File: src/rtl/dcpwm_regs.svh
// Register offsets, field positions, reset values and limits of the dual pwm timer
`ifndef DCPWM_REGS_SVH
`define DCPWM_REGS_SVH

`define DCPWM_OFF_CTRL      8'h00
`define DCPWM_OFF_PRESCALE  8'h04
`define DCPWM_OFF_DIVSEL    8'h08
`define DCPWM_OFF_DEADZONE  8'h0C
`define DCPWM_OFF_PER0      8'h10
`define DCPWM_OFF_CMP0      8'h14
`define DCPWM_OFF_PER1      8'h18
`define DCPWM_OFF_CMP1      8'h1C
`define DCPWM_OFF_INT_STS   8'h20
`define DCPWM_OFF_INT_CLR   8'h24
`define DCPWM_OFF_INT_EN    8'h28
`define DCPWM_OFF_CNT0      8'h2C
`define DCPWM_OFF_CNT1      8'h30

`define DCPWM_CTRL_RUN      0
`define DCPWM_CTRL_MLOAD    1
`define DCPWM_CTRL_AUTO     2
`define DCPWM_CTRL_INV      3
`define DCPWM_CTRL_STRIDE   8

`define DCPWM_BYTE_STRIDE   8
`define DCPWM_DIV_STRIDE    8
`define DCPWM_DIV_MAX_SEL   3'h4

`define DCPWM_RST_16        16'h0000
`define DCPWM_RST_8         8'h00
`define DCPWM_RST_DIV       3'h0
`define DCPWM_RST_CTRL      4'h0

`endif

File: src/rtl/dcpwm_pkg.sv
// Types shared by the dual pwm timer
`default_nettype none
package dcpwm_pkg;

    typedef struct packed {
        logic [7:0]  addr;
        logic [15:0] wdata;
        logic        wr;
        logic        rd;
    } dcpwm_bus_type;

    typedef struct packed {
        logic        inv;
        logic        auto_reload;
        logic        mload;
        logic        run;
    } dcpwm_ctrl_type;

    typedef struct packed {
        logic        run_q;
        logic        running;
        logic        level;
        logic [15:0] cnt;
        logic [15:0] act_period;
        logic [15:0] act_cmp;
    } dcpwm_chan_type;

    typedef struct packed {
        dcpwm_ctrl_type [1:0]       ctrl;
        logic [1:0][7:0]            presc;
        logic [1:0][2:0]            divsel;
        logic [1:0][7:0]            dz;
        logic [1:0][15:0]           per_buf;
        logic [1:0][15:0]           cmp_buf;
        logic [1:0]                 sts;
        logic [1:0]                 ien;
        dcpwm_chan_type [1:0]       ch;
        logic [15:0]                rdata;
    } dcpwm_state_type;

    typedef struct packed {
        logic [7:0]  pcnt;
        logic [3:0]  dcnt;
    } dcpwm_pre_state_type;

    typedef struct packed {
        logic [7:0]  cnt;
        logic        lvl;
        logic        out;
    } dcpwm_dz_state_type;

endpackage : dcpwm_pkg
`default_nettype wire

File: src/rtl/dcpwm_top.sv
// Dual channel pwm timer: register bank, counters, interrupts and pin muxing
`timescale 1ns/1ps
`default_nettype none
`include "dcpwm_regs.svh"

// What this block does
// - Tick from 8-bit prescaler then 1..16 divide
// - Sixteen-bit period and compare values
// - One-shot or free-running with buffered updates
// - Selectable inversion and 8-bit dead zone
// - Rate is clock over prescale+1, divide, period+1
// - Two identical independent channels
// - Pulses reach pins only as alternate function
// - Manual load makes writes the starting values
// - Compare writes accepted into buffer while running
// - Auto reload copies buffers at period end
// - Period interrupt ignores the compare value
// - Dead zone delays only rising edges
module dcpwm_top (
    input  wire logic                     clk_i,
    input  wire logic                     rst_n_i,
    input  wire dcpwm_pkg::dcpwm_bus_type bus_i,
    output logic [15:0]                   rdata_o,
    output logic                          irq_o,
    input  wire logic [1:0]               alt_sel_i,
    input  wire logic [1:0]               gpio_out_i,
    input  wire logic [1:0]               gpio_oe_i,
    output logic                          pulse_pin_a_o,
    output logic                          pulse_pin_a_oe_o,
    output logic                          pulse_pin_b_o,
    output logic                          pulse_pin_b_oe_o
);

    dcpwm_pkg::dcpwm_state_type st_r;
    dcpwm_pkg::dcpwm_state_type st_nxt;
    logic [1:0]                 tick;
    logic [1:0]                 ev;
    logic [1:0]                 pulse_out;
    logic [1:0]                 wr_per;
    logic [1:0]                 wr_cmp;

    function automatic logic dcpwm_hit(input logic [7:0] addr, input logic [7:0] off);
        dcpwm_hit = addr == off;
    endfunction : dcpwm_hit

    assign wr_per[0] = bus_i.wr && dcpwm_hit(bus_i.addr, `DCPWM_OFF_PER0);
    assign wr_per[1] = bus_i.wr && dcpwm_hit(bus_i.addr, `DCPWM_OFF_PER1);
    assign wr_cmp[0] = bus_i.wr && dcpwm_hit(bus_i.addr, `DCPWM_OFF_CMP0);
    assign wr_cmp[1] = bus_i.wr && dcpwm_hit(bus_i.addr, `DCPWM_OFF_CMP1);

    genvar gi;
    generate
        for (gi = 0; gi < 2; gi++) begin : g_chan
            dcpwm_prescale u_pre (
                .clk_i    (clk_i),
                .rst_n_i  (rst_n_i),
                .en_i     (st_r.ch[gi].running),
                .presc_i  (st_r.presc[gi]),
                .divsel_i (st_r.divsel[gi]),
                .tick_o   (tick[gi])
            );

            // Period end ignores compare, so the channel doubles as a plain timer
            assign ev[gi] = st_r.ch[gi].running && tick[gi]
                            && st_r.ch[gi].cnt == `DCPWM_RST_16;

            dcpwm_deadzone u_dz (
                .clk_i    (clk_i),
                .rst_n_i  (rst_n_i),
                .raw_i    (st_r.ch[gi].level),
                .delay_i  (st_r.dz[gi]),
                .invert_i (st_r.ctrl[gi].inv),
                .pulse_o  (pulse_out[gi])
            );
        end
    endgenerate

    always_comb begin
        st_nxt = st_r;
        st_nxt.rdata = `DCPWM_RST_16;

        if (bus_i.wr) begin
            case (bus_i.addr)
                `DCPWM_OFF_CTRL: begin
                    for (int i = 0; i < 2; i++) begin
                        st_nxt.ctrl[i] = bus_i.wdata[i*`DCPWM_CTRL_STRIDE +: 4];
                    end
                end
                `DCPWM_OFF_PRESCALE: begin
                    for (int i = 0; i < 2; i++) begin
                        st_nxt.presc[i] = bus_i.wdata[i*`DCPWM_BYTE_STRIDE +: 8];
                    end
                end
                `DCPWM_OFF_DIVSEL: begin
                    for (int i = 0; i < 2; i++) begin
                        st_nxt.divsel[i] = bus_i.wdata[i*`DCPWM_DIV_STRIDE +: 3];
                    end
                end
                `DCPWM_OFF_DEADZONE: begin
                    for (int i = 0; i < 2; i++) begin
                        st_nxt.dz[i] = bus_i.wdata[i*`DCPWM_BYTE_STRIDE +: 8];
                    end
                end
                `DCPWM_OFF_INT_EN: st_nxt.ien = bus_i.wdata[1:0];
                default: ;
            endcase
        end

        for (int i = 0; i < 2; i++) begin
            // Buffers always take the write; the active set changes only as below
            if (wr_per[i]) begin
                st_nxt.per_buf[i] = bus_i.wdata;
            end
            if (wr_cmp[i]) begin
                st_nxt.cmp_buf[i] = bus_i.wdata;
            end
            if (st_r.ctrl[i].mload && wr_per[i]) begin
                st_nxt.ch[i].act_period = bus_i.wdata;
            end
            if (st_r.ctrl[i].mload && wr_cmp[i]) begin
                st_nxt.ch[i].act_cmp = bus_i.wdata;
            end

            st_nxt.ch[i].run_q = st_r.ctrl[i].run;
            if (!st_r.ctrl[i].run) begin
                st_nxt.ch[i].running = 1'b0;
                st_nxt.ch[i].level = 1'b0;
            end else if (!st_r.ch[i].run_q) begin
                st_nxt.ch[i].running = 1'b1;
                st_nxt.ch[i].cnt = st_r.ch[i].act_period;
                st_nxt.ch[i].level = 1'b0;
            end else if (ev[i]) begin
                st_nxt.ch[i].level = 1'b0;
                if (st_r.ctrl[i].auto_reload) begin
                    st_nxt.ch[i].act_period = st_r.per_buf[i];
                    st_nxt.ch[i].act_cmp = st_r.cmp_buf[i];
                    st_nxt.ch[i].cnt = st_r.per_buf[i];
                end else begin
                    st_nxt.ch[i].running = 1'b0;
                    st_nxt.ch[i].cnt = st_r.ch[i].act_period;
                end
            end else if (st_r.ch[i].running && tick[i]) begin
                st_nxt.ch[i].cnt = st_r.ch[i].cnt - 16'h0001;
                if (st_r.ch[i].cnt == st_r.ch[i].act_cmp) begin
                    st_nxt.ch[i].level = 1'b1;
                end
            end
        end

        // A new event wins over a clear in the same cycle
        if (bus_i.wr && dcpwm_hit(bus_i.addr, `DCPWM_OFF_INT_CLR)) begin
            st_nxt.sts = st_r.sts & ~bus_i.wdata[1:0];
        end
        st_nxt.sts = st_nxt.sts | ev;

        if (bus_i.rd) begin
            case (bus_i.addr)
                `DCPWM_OFF_CTRL: begin
                    st_nxt.rdata = {4'h0, st_r.ctrl[1], 4'h0, st_r.ctrl[0]};
                end
                `DCPWM_OFF_PRESCALE: st_nxt.rdata = {st_r.presc[1], st_r.presc[0]};
                `DCPWM_OFF_DIVSEL: begin
                    st_nxt.rdata = {5'h00, st_r.divsel[1], 5'h00, st_r.divsel[0]};
                end
                `DCPWM_OFF_DEADZONE: st_nxt.rdata = {st_r.dz[1], st_r.dz[0]};
                `DCPWM_OFF_PER0:     st_nxt.rdata = st_r.per_buf[0];
                `DCPWM_OFF_CMP0:     st_nxt.rdata = st_r.cmp_buf[0];
                `DCPWM_OFF_PER1:     st_nxt.rdata = st_r.per_buf[1];
                `DCPWM_OFF_CMP1:     st_nxt.rdata = st_r.cmp_buf[1];
                `DCPWM_OFF_INT_STS:  st_nxt.rdata = {14'h0000, st_r.sts};
                `DCPWM_OFF_INT_EN:   st_nxt.rdata = {14'h0000, st_r.ien};
                `DCPWM_OFF_CNT0:     st_nxt.rdata = st_r.ch[0].cnt;
                `DCPWM_OFF_CNT1:     st_nxt.rdata = st_r.ch[1].cnt;
                default:             st_nxt.rdata = `DCPWM_RST_16;
            endcase
        end
    end

    always_ff @(posedge clk_i or negedge rst_n_i) begin
        if (!rst_n_i) begin
            st_r <= '0;
        end else begin
            st_r <= st_nxt;
        end
    end

    assign rdata_o = st_r.rdata;
    assign irq_o = |(st_r.sts & st_r.ien);

    // Without the alternate function the pin stays an ordinary gpio
    assign pulse_pin_a_o    = alt_sel_i[0] ? pulse_out[0] : gpio_out_i[0];
    assign pulse_pin_a_oe_o = alt_sel_i[0] ? 1'b1 : gpio_oe_i[0];
    assign pulse_pin_b_o    = alt_sel_i[1] ? pulse_out[1] : gpio_out_i[1];
    assign pulse_pin_b_oe_o = alt_sel_i[1] ? 1'b1 : gpio_oe_i[1];

    a_period_end_flag: assert property (@(posedge clk_i) disable iff (!rst_n_i)
        ev[0] |=> st_r.sts[0] ##0 (st_r.ien[0] -> irq_o))
        else $error("period end did not flag an interrupt");

    a_reload_applies: assert property (@(posedge clk_i) disable iff (!rst_n_i)
        ev[0] && st_r.ctrl[0].auto_reload && st_r.ch[0].run_q && st_r.ctrl[0].run
        |=> st_r.ch[0].act_period == $past(st_r.per_buf[0])
            && st_r.ch[0].act_cmp == $past(st_r.cmp_buf[0]) && st_r.ch[0].running)
        else $error("buffered values not applied at period end");

    a_oneshot_stops: assert property (@(posedge clk_i) disable iff (!rst_n_i)
        ev[0] && !st_r.ctrl[0].auto_reload |=> !st_r.ch[0].running [*2])
        else $error("one-shot channel kept running");

    a_run_clear_halts: assert property (@(posedge clk_i) disable iff (!rst_n_i)
        !st_r.ctrl[0].run |=> !st_r.ch[0].running && !st_r.ch[0].level)
        else $error("clearing run did not halt the channel");

    a_manual_load: assert property (@(posedge clk_i) disable iff (!rst_n_i)
        wr_per[0] && st_r.ctrl[0].mload && !ev[0]
        |=> st_r.ch[0].act_period == $past(bus_i.wdata))
        else $error("manual load did not set the active period");

    a_cmp_buffered: assert property (@(posedge clk_i) disable iff (!rst_n_i)
        wr_cmp[0] && !st_r.ctrl[0].mload && !ev[0]
        |=> st_r.cmp_buf[0] == $past(bus_i.wdata) && $stable(st_r.ch[0].act_cmp))
        else $error("compare write reached the active value directly");

    a_match_goes_high: assert property (@(posedge clk_i) disable iff (!rst_n_i)
        st_r.ch[0].running && st_r.ch[0].run_q && st_r.ctrl[0].run && tick[0]
        && st_r.ch[0].cnt != 16'h0000 && st_r.ch[0].cnt == st_r.ch[0].act_cmp
        |=> st_r.ch[0].level)
        else $error("compare match did not raise the output");

    a_end_goes_low: assert property (@(posedge clk_i) disable iff (!rst_n_i)
        ev[0] |=> !st_r.ch[0].level)
        else $error("period end did not return the output low");

    a_count_steps: assert property (@(posedge clk_i) disable iff (!rst_n_i)
        st_r.ch[0].running && st_r.ch[0].run_q && st_r.ctrl[0].run && tick[0]
        && st_r.ch[0].cnt != 16'h0000 |=> st_r.ch[0].cnt == $past(st_r.ch[0].cnt) - 16'h0001)
        else $error("counter did not step down by one on a tick");

    a_start_loads: assert property (@(posedge clk_i) disable iff (!rst_n_i)
        $rose(st_r.ctrl[0].run) |=> st_r.ch[0].running
            && st_r.ch[0].cnt == $past(st_r.ch[0].act_period, 1))
        else $error("start did not load the active period");

endmodule : dcpwm_top
`default_nettype wire

File: src/rtl/dcpwm_prescale.sv
// Prescaler and power-of-two divider that make one channel's counting tick
`timescale 1ns/1ps
`default_nettype none
`include "dcpwm_regs.svh"

module dcpwm_prescale (
    input  wire logic       clk_i,
    input  wire logic       rst_n_i,
    input  wire logic       en_i,
    input  wire logic [7:0] presc_i,
    input  wire logic [2:0] divsel_i,
    output logic            tick_o
);

    dcpwm_pkg::dcpwm_pre_state_type st_r;
    dcpwm_pkg::dcpwm_pre_state_type st_nxt;
    logic [3:0]                     div_lim;

    // Codes above the largest divide fall back to divide by 16
    always_comb begin
        case (divsel_i)
            3'h0:    div_lim = 4'h0;
            3'h1:    div_lim = 4'h1;
            3'h2:    div_lim = 4'h3;
            3'h3:    div_lim = 4'h7;
            default: div_lim = 4'hF;
        endcase
    end

    assign tick_o = en_i && st_r.pcnt == 8'h00 && st_r.dcnt == 4'h0;

    // Held at reload while idle so the first period starts full length
    always_comb begin
        st_nxt = st_r;
        if (!en_i) begin
            st_nxt.pcnt = presc_i;
            st_nxt.dcnt = div_lim;
        end else if (st_r.pcnt == 8'h00) begin
            st_nxt.pcnt = presc_i;
            st_nxt.dcnt = (st_r.dcnt == 4'h0) ? div_lim : st_r.dcnt - 4'h1;
        end else begin
            st_nxt.pcnt = st_r.pcnt - 8'h01;
        end
    end

    always_ff @(posedge clk_i or negedge rst_n_i) begin
        if (!rst_n_i) begin
            st_r <= '0;
        end else begin
            st_r <= st_nxt;
        end
    end

endmodule : dcpwm_prescale
`default_nettype wire

File: src/rtl/dcpwm_deadzone.sv
// Rising-edge dead-zone delay and polarity inverter for one pulse output
`timescale 1ns/1ps
`default_nettype none

module dcpwm_deadzone (
    input  wire logic       clk_i,
    input  wire logic       rst_n_i,
    input  wire logic       raw_i,
    input  wire logic [7:0] delay_i,
    input  wire logic       invert_i,
    output logic            pulse_o
);

    dcpwm_pkg::dcpwm_dz_state_type st_r;
    dcpwm_pkg::dcpwm_dz_state_type st_nxt;

    always_comb begin
        st_nxt = st_r;
        if (!raw_i) begin
            st_nxt.lvl = 1'b0;
            st_nxt.cnt = delay_i;
        end else if (st_r.cnt == 8'h00) begin
            st_nxt.lvl = 1'b1;
        end else begin
            st_nxt.cnt = st_r.cnt - 8'h01;
        end
        st_nxt.out = st_nxt.lvl ^ invert_i;
    end

    always_ff @(posedge clk_i or negedge rst_n_i) begin
        if (!rst_n_i) begin
            st_r <= '0;
        end else begin
            st_r <= st_nxt;
        end
    end

    assign pulse_o = st_r.out;

    a_fall_is_immediate: assert property (@(posedge clk_i) disable iff (!rst_n_i)
        !raw_i |=> !st_r.lvl) else $error("dead zone delayed a falling edge");

    a_rise_is_delayed: assert property (@(posedge clk_i) disable iff (!rst_n_i)
        $rose(raw_i) && delay_i == 8'h03 && st_r.cnt == 8'h03 ##1 raw_i [*3]
        |-> !st_r.lvl ##1 (raw_i -> st_r.lvl))
        else $error("dead zone rise not delayed by its count");

endmodule : dcpwm_deadzone
`default_nettype wire

File: config.mk
export PLATFORM = sky130hd
export DESIGN_NAME = dcpwm_top
export DESIGN_NICKNAME = d
export VERILOG_FILES = /design/src/rtl/dcpwm_pkg.sv /design/src/rtl/dcpwm_top.sv /design/src/rtl/dcpwm_prescale.sv /design/src/rtl/dcpwm_deadzone.sv
export VERILOG_INCLUDE_DIRS = /design/src /design/src/rtl
export SDC_FILE = /design/constraint.sdc
export NUM_CORES = 1
export LEC_CHECK = 0
export BUFFER_PORTS_ARGS = -buffer_cell sky130_fd_sc_hd__buf_4
export CAP_MARGIN = 10
export CORE_MARGIN = 2
export CORE_UTILIZATION = 35
export DETAILED_ROUTE_END_ITERATION = 10
export PLACE_DENSITY_LB_ADDON = 0.08
export SLEW_MARGIN = 10
export SYNTH_ARGS = -nofsm -noshare
export SYNTH_HDL_FRONTEND = slang
export SYNTH_SLANG_ARGS = --single-unit
File: constraint.sdc
create_clock -name clk_i -period 6.8 [get_ports clk_i]
set_input_delay 1.02 -clock clk_i [delete_from_list [all_inputs] [get_ports clk_i]]
set_output_delay 1.02 -clock clk_i [all_outputs]
set_load 0.03 [all_outputs]
==> out/qor.yml <==
clock_network:
  cts.sinks: 276
  cts-root-buf: "clkbuf_16"
  cts_buffers: 34
  cts_hold_buf: 0
  cts_tree: "done"
  clkTransAtPathRegs_ps: 60
  cts_buffer_depth: 3
  cts_resized: 0
  clock_latency_ps: 520
  htree_levels: 2
  post_cts_buffers: 0
synthesis:
  synth_edf_count: 0
  syn_area_per_cell_um2: 10.3
  ys_top_cells_by_count: "276 x dfrtp_1, 122 x nor2_1, 105 x nand2_1"
  syn_nets: 1443
  syn_inst: 1393
  yosys.area.top_type: "dfrtp_1"
  synthTopCellsByArea: "dfrtp_1 48%, mux2i_1 5.4%, mux2_1 4.6%, mux2_2 4.5%, a21oi_1 3.5%"
  yosys.area.top_type_share_pct: 48.0
  synth-seq-area-share_pct: 48.0
  async_reset_ff_share_pct: 100
  netlist_area_mm2: 0.0144
  synth.distinct_cells: 65
  yosysMostFrequentCell: "dfrtp_1"
  yosysWarnings: 0
  ys_seq_elements: 276
  ys.flop_type: "dfrtp_1"
pwr:
  p_int_uw: 3200
  netSwitchingPower_uw: 1450
  netSwitchingFraction_pct: 31.2
  pwr_density_cell_mw_per_mm2: 287
  p_total_uw: 4650
  leakagePower_uw: 0.00744
  clock_power_share_pct: 38.5
  p_seq_share_pct: 45.9
  combPwrFrac_pct: 15.5
  peakVddDrop_uv: 155
sta:
  finalCriticalPeriod_ps: 3530
  skew_ps: 11.0
  finalSetupViolations: 0
  slew_headroom_pct: 24.4
  hold_viol: 0
  maxSlewViolCount: 0
  fin_tns_setup_ps: 0
  worst_pin_slew_ps: 1130
  maxClockFrequency_ghz: 0.283
  rsz0062_at_grt: "false"
  post-route-period-util_pct: 51.9
placement:
  portBuffers: 54
  dp_cells: 1869
  hpwlAfterDp_um: 33000
  gp_congestion: 0.830
route:
  firstDrtPassIters: 5
  wl_um: 47600
  drtIter0Drc: 891
  route.vias.total: 10900
  wl_per_cell_um: 24.7
  remaining_drc_errors: 0
  ant_nets: 0
  via_per_inst: 5.67
worst_setup_path:
  r2r_setup_slack_ps: 3390
  critPathMaxFanout: 16
  crit_arrival_ps: 3940
  critPathCaptureType: "flop"
  required_ps: 7210
  critPathLaunchType: "input pin"
  worstSetupPathType: "input pin to flop"
final_layout:
  fin_util_pct: 39.8
  nets: 1424
  area_growth_pct: 12.6
  drive_above_1_share_pct: 14.4
  ff_latch_area_mm2: 0.00691
  fillers: 4016
  multi_input_area_mm2: 0.00686
  instances_no_fill: 1929
global_routing:
  gr-total-overflow: 0
  antenna_found_initial: 6
  grt_max_degree: 175
  grt_pass1_wl_um: 72200
  first_global_vias: 10700
  grt_use_total_pct: 22.7
hold_path:
  hold_class: "flop to flop"
die:
  die_x_um: 207
  ioPinCount: 55
  die-area_mm2: 0.0427
  core_area_mm2: 0.0406
  die_h_um: 207
  start_util_pct: 35.4
  rows: 74
run:
  maxCapViolCount: 0
run_status:
  status: "finished, final reports clean"
## logic make-up after synthesis
logic type               count (synthesis)  share of synthesized area (%)
AND/OR/NAND/NOR                        374                           13.0
AO/OA/AOI/OAI                          309                           14.1
flip-flops                             276                           48.0
multiplexers                           194                           14.5
buffers and inverters                  150                           4.48
XOR/XNOR                                74                           4.51
adder cells (fa/ha/maj)                 16                           1.39
## power by group through the flow
stage / combinational [µW] / clock (µW) / sequential, µW
final: 723 / 1790 / 2140
after global placement: 720 / 0 / 2160
after floorplan: 651 / 0 / 1910
after global routing: 812 / 1910 / 2160
after CTS: 732 / 1840 / 2130
after detailed placement: 725 / 0 / 2160
## routing by layer
metal | share of wire (%) | vias to the layer above | global-route usage, % | wire length, µm
li1 | - | 4997 | - | -
met1 | 48 | 5599 | 33.5 | 22700
met2 | 46 | 285 | 35.5 | 21700
met3 | 4.6 | 61 | 2.87 | 2170
met4 | 2.0 | 0 | 5.50 | 970
met5 | 0 | - | 0 | 0
## path summary, 6_finish.rpt
path,start,endpoint,depth (start not counted)
max,bus_i[22],rdata_o[6],7
min,g_chan[1].u_dz.st_r[1],g_chan[1].u_dz.st_r[1],1
max reg2reg,g_chan[0].u_pre.st_r[0],st_r[61],8
min reg2reg,g_chan[1].u_dz.st_r[1],g_chan[1].u_dz.st_r[1],1
max in group asynchronous,rst_n_i,st_r[95],2
min in group asynchronous,rst_n_i,g_chan[0].u_dz.pulse_o,1
## state kept, by name, summed over array words and instances, names as in the netlist
| register | cells |
|---|---|
| st_r | 214 |
| rdata_o | 16 |
| g_chan.u_pre.st_r | 24 |
| g_chan.u_dz.st_r | 18 |
| g_chan.u_dz.pulse_o | 2 |
| st_nxt | 2 |
## placed cells by master (no fill, tap or decap), types with 12 or more instances in the layout
master,count
o21ai_1,13
a22oi_1,33
and2_1,12
nor4_1,16
nor2_1,122
dfrtp_1,276
mux2i_1,78
mux2_1,59
a21oi_1,100
clkbuf_16,37
o21ai_0,34
nand3_1,24
buf_4,70
xnor2_1,49
ha_1,16
a31oi_1,29
xor2_1,25
a221oi_1,13
inv_1,22
nand2_1,105
nand4_1,18
a22o_1,18
nor3_1,20
a211oi_1,15
mux2_2,57
## area by class of cell
class                   count  area share (%)
flip-flops and latches    276            42.6
diodes                      2          0.0309
multi-input cells         967            42.4
repair buffers             73            3.53
well taps                 532            4.11
clock inverters             6           0.201
clock buffers              51            6.60
inverters                  22           0.510
## critical path, stage by stage
cell and delay, ps:
buf_4 140, nor4b_2 770, and2_0 870, o22ai_1 200, o311ai_1 140, nand2_1 420, a31oi_1 360
## per-stage QoR
stage	instance area (µm²)	setup slack (ps)	hold WS, ps
after floorplan	14400	3980	352
after global placement	15100	3030	476
after detailed placement	15100	2810	484
after CTS	16200	3330	503
after global routing	16200	3090	512
final	16200	3270	496
Note: power is estimated with default switching activity, not from simulation.
